==> config.mk <==
export PLATFORM = sky130hd
export DESIGN_NAME = cxr_exception_unit
export DESIGN_NICKNAME = d
export VERILOG_FILES = /design/src/rtl/cxr_pkg.sv /design/src/rtl/cxr_exception_unit.sv
export SDC_FILE = /design/constraint.sdc
export NUM_CORES = 1
export LEC_CHECK = 0
export BUFFER_PORTS_ARGS = -buffer_cell sky130_fd_sc_hd__buf_2
export CORE_AREA = 2 2 182 184
export CTS_BUF_LIST = sky130_fd_sc_hd__clkbuf_8
export CTS_CLUSTER_DIAMETER = 150
export DETAILED_ROUTE_END_ITERATION = 12
export DIE_AREA = 0 0 184 186
export PLACE_DENSITY = 0.62
export SKIP_CTS_REPAIR_TIMING = 1
export SYNTH_ARGS = -nofsm -noshare
export SYNTH_HDL_FRONTEND = slang
export SYNTH_SLANG_ARGS = --single-unit
==> constraint.sdc <==
create_clock -name sys_clk_i -period 6.5 [get_ports sys_clk_i]
set_input_delay 0.65 -clock sys_clk_i [delete_from_list [all_inputs] [get_ports sys_clk_i]]
set_output_delay 0.65 -clock sys_clk_i [all_outputs]
set_load 0.1 [all_outputs]
==> src/rtl/cxr_pkg.sv <==
// Shared constants for the core exception and reset unit
package cxr_pkg;
  // Opword line codes
  localparam logic [3:0] LINE_A = 4'ha;
  localparam logic [3:0] LINE_F = 4'hf;
  // Vector numbers
  localparam logic [7:0] VEC_ACCESS = 8'h02;
  localparam logic [7:0] VEC_LINE_A = 8'h0a;
  localparam logic [7:0] VEC_LINE_F = 8'h0b;
  localparam logic [7:0] VEC_DEBUG = 8'h0c;
  localparam logic [7:0] VEC_FORMAT = 8'h0e;
  localparam logic [7:0] VEC_TRAP_BASE = 8'h20;
  // Legal exception return frame formats
  localparam logic [3:0] FMT_MIN = 4'h4;
  localparam logic [3:0] FMT_MAX = 4'h7;
  localparam int FRM_FMT_LSB = 28;
  // Status word layout and reset value
  localparam int SR_T_POS = 15;
  localparam int SR_S_POS = 13;
  localparam int SR_M_POS = 12;
  localparam int SR_I_LSB = 8;
  localparam logic [2:0] IPL_MAX = 3'h7;
  localparam logic [15:0] SR_RESET = 16'h2700;
  // Control word fields and reset values
  localparam int CTL_IRD_POS = 0;
  localparam int CTL_ARD_POS = 1;
  localparam int CTL_IAE_POS = 2;
  localparam logic [2:0] CTL_RESET = 3'h0;
  localparam logic [31:0] VBR_RESET = 32'h0000_0000;
  // Reset fetch addresses and longword step
  localparam logic [31:0] RST_SP_ADDR = 32'h0000_0000;
  localparam logic [31:0] RST_PC_ADDR = 32'h0000_0004;
  localparam logic [31:0] LWORD_BYTES = 32'h0000_0004;
  // Configuration word fields
  localparam logic [3:0] CFG_GEN = 4'h1;
  localparam logic [3:0] CFG_REV = 4'h0;
  localparam logic [3:0] CFG_ISA = 4'h2;
  localparam logic [3:0] CFG_DBG = 4'h9;
  localparam logic [3:0] CFG1_MARK = 4'h1;
  // Sequencer states, Gray along boot path
  typedef enum logic [2:0] {
    ST_CFG = 3'h0,
    ST_RSP = 3'h1,
    ST_RPC = 3'h3,
    ST_RUN = 3'h2,
    ST_RTE1 = 3'h6,
    ST_RTE2 = 3'h7,
    ST_INTERRUPT_ACKNOWLEDGE_CYCLE = 3'h5,
    ST_HALT = 3'h4
  } cxr_state_e;
endpackage

==> src/rtl/cxr_exception_unit.sv <==
// Exception and reset sequencer of the core
`timescale 1ns/10ps
module cxr_exception_unit #(
  parameter logic [7:0] FAMILY_CODE = 8'h5a, // Arbitrary value
  parameter logic HAS_MAC = 1'b0,
  parameter logic HAS_DIV = 1'b1,
  parameter logic HAS_ENHANCED_MULTIPLY_ACCUM_PRESENT = 1'b0,
  parameter logic HAS_CAU = 1'b0,
  parameter logic [3:0] FLASH_SIZE_CODE = 4'h0,
  parameter logic [3:0] RAM_SIZE_CODE = 4'h0
) (
  input wire logic sys_clk_i,
  input wire logic rst_n_i,
  input wire logic force_reset_i,
  input wire logic ctl_we_i,
  input wire logic vbr_we_i,
  input wire logic [31:0] ctl_wdata_i,
  input wire logic op_valid_i,
  input wire logic [15:0] opword_i,
  input wire logic op_undef_i,
  input wire logic op_rte_i,
  input wire logic op_trap_i,
  input wire logic [3:0] op_trap_num_i,
  input wire logic [31:0] op_pc_i,
  input wire logic [31:0] sp_i,
  input wire logic bkpt_i,
  input wire logic fault_i,
  input wire logic exc_done_i,
  input wire logic irq_pending_i,
  input wire logic [2:0] irq_level_i,
  input wire logic [7:0] irq_vector_i,
  input wire logic interrupt_acknowledge_cycle_done_i,
  input wire logic [7:0] interrupt_acknowledge_cycle_vector_i,
  input wire logic mem_ack_i,
  input wire logic mem_err_i,
  input wire logic [31:0] mem_rdata_i,
  output logic mem_req_o,
  output logic [31:0] mem_addr_o,
  output logic interrupt_acknowledge_cycle_req_o,
  output logic exc_take_o,
  output logic [7:0] exc_vector_o,
  output logic [31:0] exc_pc_o,
  output logic exc_keep_frame_o,
  output logic pc_load_o,
  output logic [31:0] pc_o,
  output logic sp_load_o,
  output logic [31:0] sp_o,
  output logic [15:0] status_word_o,
  output logic [31:0] vector_base_o,
  output logic [31:0] cpu_control_word_o,
  output logic [31:0] core_config_word_o,
  output logic [31:0] mem_config_word_o,
  output logic reset_req_o,
  output logic halted_o
);

  // Size codes beyond the defined tables cannot be reported
  if (RAM_SIZE_CODE > 4'h9 || FLASH_SIZE_CODE > 4'hb) begin : g_bad_size
    $error("Memory size code out of range");
  end

  cxr_pkg::cxr_state_e state_r, state_nxt;
  logic soft_rst_r, soft_nxt;
  logic [2:0] ctl_r;
  logic [15:0] sr_r;
  logic [31:0] vbr_r;
  logic busy_r, boot_r;
  logic [2:0] lvl_r;
  logic [15:0] rte_sr_r;
  logic [31:0] rte_pc_r;
  logic [31:0] addr_r;
  logic [3:0] fmt_r;
  logic take, keep, irq_go, ret_go;
  logic [7:0] vec;
  logic rst_all, illegal_reset_disable, address_reset_disable, ack_cycle_enable, line_af, irq_ok;
  logic [3:0] line;
  logic [2:0] irq_lvl;

  // Legal frame format check
  function automatic logic valid_fmt(input logic [3:0] f);
    valid_fmt = (f >= cxr_pkg::FMT_MIN) && (f <= cxr_pkg::FMT_MAX);
  endfunction

  assign rst_all = !rst_n_i || force_reset_i || soft_rst_r;
  assign illegal_reset_disable = ctl_r[cxr_pkg::CTL_IRD_POS];
  assign address_reset_disable = ctl_r[cxr_pkg::CTL_ARD_POS];
  assign ack_cycle_enable = ctl_r[cxr_pkg::CTL_IAE_POS];
  assign line = opword_i[15:12];
  assign line_af = op_undef_i && (line == cxr_pkg::LINE_A || line == cxr_pkg::LINE_F);
  // Level 7 cannot be masked
  assign irq_ok = irq_pending_i &&
                  (irq_level_i > sr_r[cxr_pkg::SR_I_LSB +: 3] || irq_level_i == cxr_pkg::IPL_MAX);
  assign irq_lvl = (state_r == cxr_pkg::ST_INTERRUPT_ACKNOWLEDGE_CYCLE) ? lvl_r : irq_level_i;

  // Sequencer decisions, priority fixed by order of tests
  always_comb begin
    state_nxt = state_r;
    take = 1'b0;
    vec = 8'h00;
    soft_nxt = 1'b0;
    keep = 1'b0;
    irq_go = 1'b0;
    ret_go = 1'b0;
    unique case (state_r)
      cxr_pkg::ST_CFG: begin
        state_nxt = cxr_pkg::ST_RSP;
      end
      cxr_pkg::ST_RSP, cxr_pkg::ST_RPC: begin
        if (mem_err_i || fault_i) begin
          state_nxt = cxr_pkg::ST_HALT;
        end else if (mem_ack_i) begin
          state_nxt = (state_r == cxr_pkg::ST_RSP) ? cxr_pkg::ST_RPC : cxr_pkg::ST_RUN;
        end
      end
      cxr_pkg::ST_RUN: begin
        if (fault_i && (boot_r || busy_r)) begin
          if (boot_r || address_reset_disable) begin
            state_nxt = cxr_pkg::ST_HALT;
          end else begin
            soft_nxt = 1'b1;
          end
        end else if (bkpt_i) begin
          take = 1'b1;
          vec = cxr_pkg::VEC_DEBUG;
        end else if (op_valid_i) begin
          if (line_af) begin
            if (illegal_reset_disable) begin
              take = 1'b1;
              vec = (line == cxr_pkg::LINE_A) ? cxr_pkg::VEC_LINE_A : cxr_pkg::VEC_LINE_F;
            end else begin
              soft_nxt = 1'b1;
            end
          end else if (op_rte_i) begin
            state_nxt = cxr_pkg::ST_RTE1;
          end else if (op_trap_i) begin
            take = 1'b1;
            vec = cxr_pkg::VEC_TRAP_BASE + {4'h0, op_trap_num_i};
          end else if (irq_ok) begin
            if (ack_cycle_enable) begin
              state_nxt = cxr_pkg::ST_INTERRUPT_ACKNOWLEDGE_CYCLE;
            end else begin
              take = 1'b1;
              vec = irq_vector_i;
              irq_go = 1'b1;
            end
          end
        end
      end
      cxr_pkg::ST_INTERRUPT_ACKNOWLEDGE_CYCLE: begin
        if (interrupt_acknowledge_cycle_done_i) begin
          take = 1'b1;
          vec = interrupt_acknowledge_cycle_vector_i;
          irq_go = 1'b1;
          state_nxt = cxr_pkg::ST_RUN;
        end
      end
      cxr_pkg::ST_RTE1: begin
        if (mem_err_i) begin
          take = 1'b1;
          vec = cxr_pkg::VEC_ACCESS;
          state_nxt = cxr_pkg::ST_RUN;
        end else if (mem_ack_i) begin
          if (valid_fmt(mem_rdata_i[cxr_pkg::FRM_FMT_LSB +: 4])) begin
            state_nxt = cxr_pkg::ST_RTE2;
          end else begin
            state_nxt = cxr_pkg::ST_RUN;
            if (address_reset_disable) begin
              take = 1'b1;
              vec = cxr_pkg::VEC_FORMAT;
              keep = 1'b1;
            end else begin
              soft_nxt = 1'b1;
            end
          end
        end
      end
      cxr_pkg::ST_RTE2: begin
        if (mem_err_i) begin
          take = 1'b1;
          vec = cxr_pkg::VEC_ACCESS;
          state_nxt = cxr_pkg::ST_RUN;
        end else if (mem_ack_i) begin
          ret_go = 1'b1;
          state_nxt = cxr_pkg::ST_RUN;
        end
      end
      cxr_pkg::ST_HALT: begin
        state_nxt = cxr_pkg::ST_HALT;
      end
    endcase
  end

  always_ff @(posedge sys_clk_i) begin
    if (rst_all) begin
      state_r <= cxr_pkg::ST_CFG;
    end else begin
      state_r <= state_nxt;
    end
  end

  // One-cycle internal reset request, not retriggered while active
  always_ff @(posedge sys_clk_i) begin
    if (!rst_n_i) begin
      soft_rst_r <= 1'b0;
    end else begin
      soft_rst_r <= soft_nxt && !rst_all;
    end
  end

  always_ff @(posedge sys_clk_i) begin
    if (rst_all) begin
      ctl_r <= cxr_pkg::CTL_RESET;
      vbr_r <= cxr_pkg::VBR_RESET;
    end else begin
      if (ctl_we_i) begin
        ctl_r <= ctl_wdata_i[2:0];
      end
      if (vbr_we_i) begin
        vbr_r <= ctl_wdata_i;
      end
    end
  end

  always_ff @(posedge sys_clk_i) begin
    if (rst_all) begin
      sr_r <= cxr_pkg::SR_RESET;
    end else if (take) begin
      sr_r[cxr_pkg::SR_S_POS] <= 1'b1;
      sr_r[cxr_pkg::SR_T_POS] <= 1'b0;
      if (irq_go) begin
        sr_r[cxr_pkg::SR_M_POS] <= 1'b0;
        sr_r[cxr_pkg::SR_I_LSB +: 3] <= irq_lvl;
      end
    end else if (ret_go) begin
      sr_r <= rte_sr_r;
    end
  end

  // Busy marks exception processing; set wins over done
  always_ff @(posedge sys_clk_i) begin
    if (rst_all) begin
      busy_r <= 1'b0;
      boot_r <= 1'b1;
    end else begin
      busy_r <= take || (busy_r && !exc_done_i);
      if (state_r == cxr_pkg::ST_RUN && op_valid_i) begin
        boot_r <= 1'b0;
      end
    end
  end

  // Interrupt level held across the acknowledge wait
  always_ff @(posedge sys_clk_i) begin
    if (rst_all) begin
      lvl_r <= 3'h0;
    end else if (state_r == cxr_pkg::ST_RUN && state_nxt == cxr_pkg::ST_INTERRUPT_ACKNOWLEDGE_CYCLE) begin
      lvl_r <= irq_level_i;
    end
  end

  always_ff @(posedge sys_clk_i) begin
    if (rst_all) begin
      addr_r <= cxr_pkg::RST_SP_ADDR;
    end else if (state_r == cxr_pkg::ST_RSP && mem_ack_i) begin
      addr_r <= cxr_pkg::RST_PC_ADDR;
    end else if (state_nxt == cxr_pkg::ST_RTE1 && state_r == cxr_pkg::ST_RUN) begin
      addr_r <= sp_i;
    end else if (state_nxt == cxr_pkg::ST_RTE2 && state_r == cxr_pkg::ST_RTE1) begin
      addr_r <= addr_r + cxr_pkg::LWORD_BYTES;
    end
  end

  // Return frame capture
  always_ff @(posedge sys_clk_i) begin
    if (rst_all) begin
      rte_sr_r <= cxr_pkg::SR_RESET;
      rte_pc_r <= 32'h0000_0000;
    end else begin
      if (state_r == cxr_pkg::ST_RUN && state_nxt == cxr_pkg::ST_RTE1) begin
        rte_pc_r <= op_pc_i;
      end
      if (state_r == cxr_pkg::ST_RTE1 && mem_ack_i) begin
        rte_sr_r <= mem_rdata_i[15:0];
      end
    end
  end

  always_ff @(posedge sys_clk_i) begin
    if (rst_all) begin
      pc_load_o <= 1'b0;
      sp_load_o <= 1'b0;
      pc_o <= 32'h0000_0000;
      sp_o <= 32'h0000_0000;
    end else begin
      pc_load_o <= ret_go || (state_r == cxr_pkg::ST_RPC && mem_ack_i && !mem_err_i && !fault_i);
      sp_load_o <= ret_go || (state_r == cxr_pkg::ST_RSP && mem_ack_i && !mem_err_i && !fault_i);
      if (state_r == cxr_pkg::ST_RSP && mem_ack_i) begin
        sp_o <= mem_rdata_i;
      end
      if (state_r == cxr_pkg::ST_RPC || ret_go) begin
        pc_o <= mem_rdata_i;
      end
      // Step past first longword, then add the format value
      if (ret_go) begin
        sp_o <= addr_r + {28'h0, fmt_r};
      end
    end
  end

  // Format of the frame being returned through
  always_ff @(posedge sys_clk_i) begin
    if (rst_all) begin
      fmt_r <= 4'h0;
    end else if (state_r == cxr_pkg::ST_RTE1 && mem_ack_i) begin
      fmt_r <= mem_rdata_i[cxr_pkg::FRM_FMT_LSB +: 4];
    end
  end

  // Exception request to the stacking logic
  always_ff @(posedge sys_clk_i) begin
    if (rst_all) begin
      exc_take_o <= 1'b0;
      exc_vector_o <= 8'h00;
      exc_pc_o <= 32'h0000_0000;
      exc_keep_frame_o <= 1'b0;
    end else begin
      exc_take_o <= take;
      exc_keep_frame_o <= keep;
      if (take) begin
        exc_vector_o <= vec;
        exc_pc_o <= (state_r == cxr_pkg::ST_RTE1 || state_r == cxr_pkg::ST_RTE2) ? rte_pc_r : op_pc_i;
      end
    end
  end

  always_ff @(posedge sys_clk_i) begin
    if (rst_all) begin
      core_config_word_o <= 32'h0000_0000;
      mem_config_word_o <= 32'h0000_0000;
    end else if (state_r == cxr_pkg::ST_CFG) begin
      core_config_word_o <= {FAMILY_CODE, cxr_pkg::CFG_GEN, cxr_pkg::CFG_REV,
                             HAS_MAC, HAS_DIV, HAS_ENHANCED_MULTIPLY_ACCUM_PRESENT, 1'b0, 1'b0, HAS_CAU, 2'b00,
                             cxr_pkg::CFG_ISA, cxr_pkg::CFG_DBG};
      mem_config_word_o <= {cxr_pkg::CFG1_MARK, 4'h0, FLASH_SIZE_CODE, 4'h0,
                            cxr_pkg::CFG1_MARK, 4'h0, RAM_SIZE_CODE, 4'h0};
    end
  end

  // Handshakes straight from state
  assign mem_req_o = (state_r == cxr_pkg::ST_RSP) || (state_r == cxr_pkg::ST_RPC) ||
                     (state_r == cxr_pkg::ST_RTE1) || (state_r == cxr_pkg::ST_RTE2);
  assign mem_addr_o = addr_r;
  assign interrupt_acknowledge_cycle_req_o = (state_r == cxr_pkg::ST_INTERRUPT_ACKNOWLEDGE_CYCLE);
  assign halted_o = (state_r == cxr_pkg::ST_HALT);
  assign reset_req_o = soft_rst_r;
  assign status_word_o = sr_r;
  assign vector_base_o = vbr_r;
  assign cpu_control_word_o = {29'h0, ctl_r};

  logic run_op;
  assign run_op = state_r == cxr_pkg::ST_RUN && op_valid_i && !fault_i && !bkpt_i;
endmodule

; Word level (Yosys, flattened, before mapping)
; Index checks and enable logic that the tools add are counted.
[classes]
n_addsub = 3
n_mux = 85
eq_ne = 14
n_bitwise = 2
reduce_logical = 48
n_lt_le_gt_ge = 3
[op_table]
columns = cell, n
row1 = 32-bit 2-to-1 mux, 5
row2 = 8-bit 2-to-1 mux, 9
row3 = 3-bit 2-to-1 mux, 21
row4 = 1-bit 2-to-1 mux, 38
row5 = 32-bit by 3-bit adder with 32-bit output (second input constant), 1
row6 = 32-bit by 4-bit adder with 32-bit output, 1
row7 = 8-bit one-hot mux with 4 select lines, 1
row8 = 3-bit equality test (second input constant), 8
row9 = 3-bit one-hot mux with 7 select lines, 1
row10 = 4-bit 2-to-1 mux, 5
row11 = 1-bit logical AND, 17
row12 = 1-bit logical OR, 15
row13 = 13-bit 2-to-1 mux, 1
row14 = 4-bit equality test (second input constant), 2
row15 = 6-bit by 4-bit adder with 7-bit output (first input constant), 1
row16 = 3-bit by 2-bit equality test with 1-bit output (second input constant), 2
row17 = 2-bit nonzero test, 3
row18 = 2-bit OR reduction, 3
row19 = 1-bit zero test, 5
row20 = 4-bit by 3-bit >= comparator with 1-bit output (second input constant), 1
row21 = 4-bit by 3-bit <= comparator with 1-bit output (second input constant), 1
row22 = 1-bit one-hot mux with 2 select lines, 2
row23 = 1-bit one-hot mux with 4 select lines, 1
row24 = 2-bit AND reduction, 2
row25 = other kinds (8), 9
[totals]
reg_bits = 254
inputBits = 183
out_inout_bits = 288

; Longest topological paths before layout
[logic_depth]
ltp_word = 16
ltp_mapped = 10
depth_no_buf = 9

; Least setup slack after synthesis
; No wires, ideal clock.
[synth_path]
kind = register -> output
from = register state_r[1]
to = output port halted_o
t_arrival_ns = 2.717
path_slack_ns = 3.133
path_buffers = 2
path_stages_with_launch = 4
path_cell_list = dfxtp_1 -> buf_2 -> clkbuf_1 -> nor3_1
[synth_between]
elab_chain_cells = 1
[synth_lines]
columns = element, line_no
row1 = start: declaration, cxr_exception_unit.sv:62  ; cxr_pkg::cxr_state_e state_r, state_nxt;
row2 = start signal: assignment, cxr_exception_unit.sv:195  ; state_r <= cxr_pkg::ST_CFG;
row3 = start signal: assignment, cxr_exception_unit.sv:197  ; state_r <= state_nxt;
row4 = 3-bit equality test, cxr_exception_unit.sv:354  ; assign halted_o = (state_r == cxr_pkg::ST_HALT);
row5 = end: declaration, cxr_exception_unit.sv:54  ; output logic halted_o
; Every way passes these cells.

; Worst setup path in the final report
[layout_path]
from = register state_r[1]
to = register pc_o[24]
[layout_between]
elab_chain_cells = 3
elab_cells_between_ends = 4
classes_between = 2 x eq/ne / 1 x mux / 1 x reduce/logical
[layout_lines]
columns = element, line_no
row1 = 3-bit equality test, cxr_exception_unit.sv:104  ; unique case (state_r)
row2 = 1-bit 2-to-1 mux, cxr_exception_unit.sv:104
row3 = 1-bit logical OR *, cxr_exception_unit.sv:300  ; if (state_r == cxr_pkg::ST_RPC || ret_go) begin
row4 = end signal: assignment, cxr_exception_unit.sv:301  ; pc_o <= mem_rdata_i;
row5 = end: declaration, cxr_exception_unit.sv:45  ; output logic [31:0] pc_o,
; Mark *: on every way between the ends. The rest lies on a longest branch, timed or not.
; A chain may end at the register's enable or synchronous reset.

==> flow_metrics.tcl <==
set metrics [dict create \
    path_clk_slew_ns 0.06 \
    drt_iter0_drc 612 \
    die_x_um 184 \
    max_freq_mhz 296 \
    cts_root_buf "clkbuf_8" \
    worst_setup_path_start_kind "flip-flop" \
    core_area_um2 32200 \
    track_usage 0.221 \
    dr.pass1.iters 5 \
    period_share 0.519 \
    finClkSkew_ns 0.0189 \
    fillCellCount 3247 \
    cts.sinks 253 \
    critPathMaxFanout 36 \
    drt-wirelength-per-cell_um 18.0 \
    vias 11000 \
    cts_tree "built" \
    place.gp.congestion 0.904 \
    hold_violations 0 \
    synthFlopType "dfxtp_1" \
    ys_seq_area_frac 0.431 \
    multiInputGateArea_um2 5910 \
    synth_edf_count 0 \
    via_per_inst 5.03 \
    wirelength_um 39400 \
    initial_core_util 0.365 \
    antenna_found_initial 3 \
    num_antenna_cells 0 \
    powerDensity_nw_per_um2 257 \
    synth_cell_type_count 65 \
    ant_nets 0 \
    worstMarginPinSlew_ns 1.22 \
    ir_drop_uv 187 \
    port_buffers 376 \
    ys_seq_elements 253 \
    synthCells 1415 \
    cp.arrival_ns 3.86 \
    rows 66 \
    clockBufferDepth 3 \
    slew_violations 0 \
    final_cell_area_um2 14500 \
    die_area_um2 34200 \
    synth_largest_area_cell "dfxtp_1" \
    slew_headroom 0.186 \
    crit_required_ns 6.98 \
    hp-class "in2reg" \
    io_pins 471 \
    grt_max_degree 93 \
    status "finished clean" \
    syn_area_um2 11800 \
    synth_top_area_frac 0.431 \
    rr_startpoint "state_r[1]$_SDFF_PP0_" \
    clkLatencyLatePin_ns 0.55 \
    avgSynthCellArea_um2 8.31 \
    placed_area_um2 13500 \
    setup_viol 0 \
    min_period_ns 3.37 \
    area_delta_synth_final_pct 23.4 \
    grt_pass1_wl_um 58700 \
    cap_violations 0 \
    cts_made_buffers 45 \
    critPathKind "reg2reg" \
    hold_start "ctl_wdata_i[20]" \
    rsz0062_at_grt "false" \
    nNetsFinal 1936 \
    chipHeight_um 186 \
    p_leak_nw 6.57 \
    htree_levels 2 \
    register_area_um2 5060 \
    async_flop_share 0 \
    overflow 0 \
    grt_pass1_vias 10100 \
    drc 0 \
    dp_hpwl_um 28500 \
    crit_path_start "state_r[1]$_SDFF_PP0_" \
    yosys_warnings 0 \
    tns_ns 0 \
    yosys-top-cells-area "dfxtp_1 43%, nand2_1 9.0%, a21oi_1 6.6%, mux2i_1 6.6%, buf_4 6.0%" \
    cp-end-kind "flip-flop" \
    drive_above_1_share 0.267 \
]
==> registers in the layout (all words and copies together), names as in the netlist, 16 cells and up, named ones only <==
signal         cells
exc_pc_o          32
mem_addr_o        30
pc_o              32
rte_pc_r          32
rte_sr_r          16
sp_o              32
status_word_o     16
vector_base_o     32
==> per-layer routing <==
layer / GRT usage / vias to the layer above / wire length [um]
li1: - / 5343 / -
met1: 0.298 / 5173 / 17700
met2: 0.346 / 388 / 17900
met3: 0.0550 / 74 / 2750
met4: 0.0701 / 6 / 1010
met5: 0 / - / 34
==> metrics by stage <==
| step | power (mW) | util | setup slack [ns] | cells | hold slack (ns) |
|---|---|---|---|---|---|
| floorplan | 2.05 | - | 3.13 | 1496 | 0.432 |
| global placement | 2.12 | 0.419 | 3.15 | 2105 | 0.433 |
| detailed placement | 2.12 | 0.419 | 3.06 | 2105 | 0.439 |
| CTS | 3.77 | 0.451 | 3.06 | 2185 | 0.305 |
| global route | 3.87 | 0.451 | 2.81 | 2185 | 0.312 |
| finish | 3.74 | 0.451 | 3.13 | 2185 | 0.334 |
==> worst paths after layout <==
check / slack [ns] / depth (start not counted) / end
worst min-delay path: 0.33 / 3 / vector_base_o[20]$_SDFFE_PP0P_
worst max register to register: 3.13 / 7 / pc_o[24]$_SDFFE_PP0P_
worst max-delay path: 3.13 / 7 / pc_o[24]$_SDFFE_PP0P_
worst min register to register: 0.45 / 2 / pc_o[8]$_SDFFE_PP0P_
==> synthesized netlist by cell type (13+ instances only) <==
cell type  count
o21ai_0       50
o2bb2ai_1     32
a21oi_1      156
dfxtp_1      253
mux2i_1       77
a211oi_1      18
buf_4         94
buf_2         32
clkbuf_1      48
nand3_1       39
nor2_1        88
inv_1         13
and3_1        13
xor2_1        22
nor3_1        27
nand2_1      282
xnor2_1       37
==> cell usage in the layout, fill, tap and decap left out, drive strengths merged, types with 29 or more instances in the layout <==
cell type / instances
a21oi: 156
buf: 387
clkbuf: 60
conb: 82
dfxtp: 253
mux2i: 77
nand2: 283
nand3: 39
nor2: 89
nor3: 29
o21ai: 54
o2bb2ai: 32
xnor2: 37
==> critical path: stages (launching register included) <==
cell and delay [ns]:
dfxtp_1 0.75, nand2_2 0.07, buf_4 0.34, nor2_1 0.27
nand3_2 0.73, o21ai_4 0.79, nand2_1 0.17, a21oi_1 0.18
==> area by class of cell <==
class / count / share of cell area
Multi-Input combinational cell: 1044 / 0.407
Sequential cell: 253 / 0.349
Timing Repair Buffer: 387 / 0.135
Clock buffer: 60 / 0.0569
Tap cell: 408 / 0.0352
Clock inverter: 20 / 0.0131
Inverter: 13 / 0.00336
==> kinds of logic after synthesis <==
kind of cell	Yosys count	synth area share
AND/OR/NAND/NOR	506	0.191
AO/OA/AOI/OAI	311	0.161
flip-flops	253	0.431
buffers and inverters	199	0.0976
multiplexers	77	0.0655
XOR/XNOR	59	0.0439
adder cells (fa/ha/maj)	9	0.0102
other	1	0.000319
==> where the power goes <==
part,switching (mW),leakage (nW),internal [mW],total [mW]
sequential,0.00982,2.04,1.56,1.57
clock,0.666,0.567,0.982,1.65
combinational,0.432,3.97,0.0830,0.515
total,1.11,6.57,2.63,3.74
Note: power is estimated with default switching activity, not from simulation.
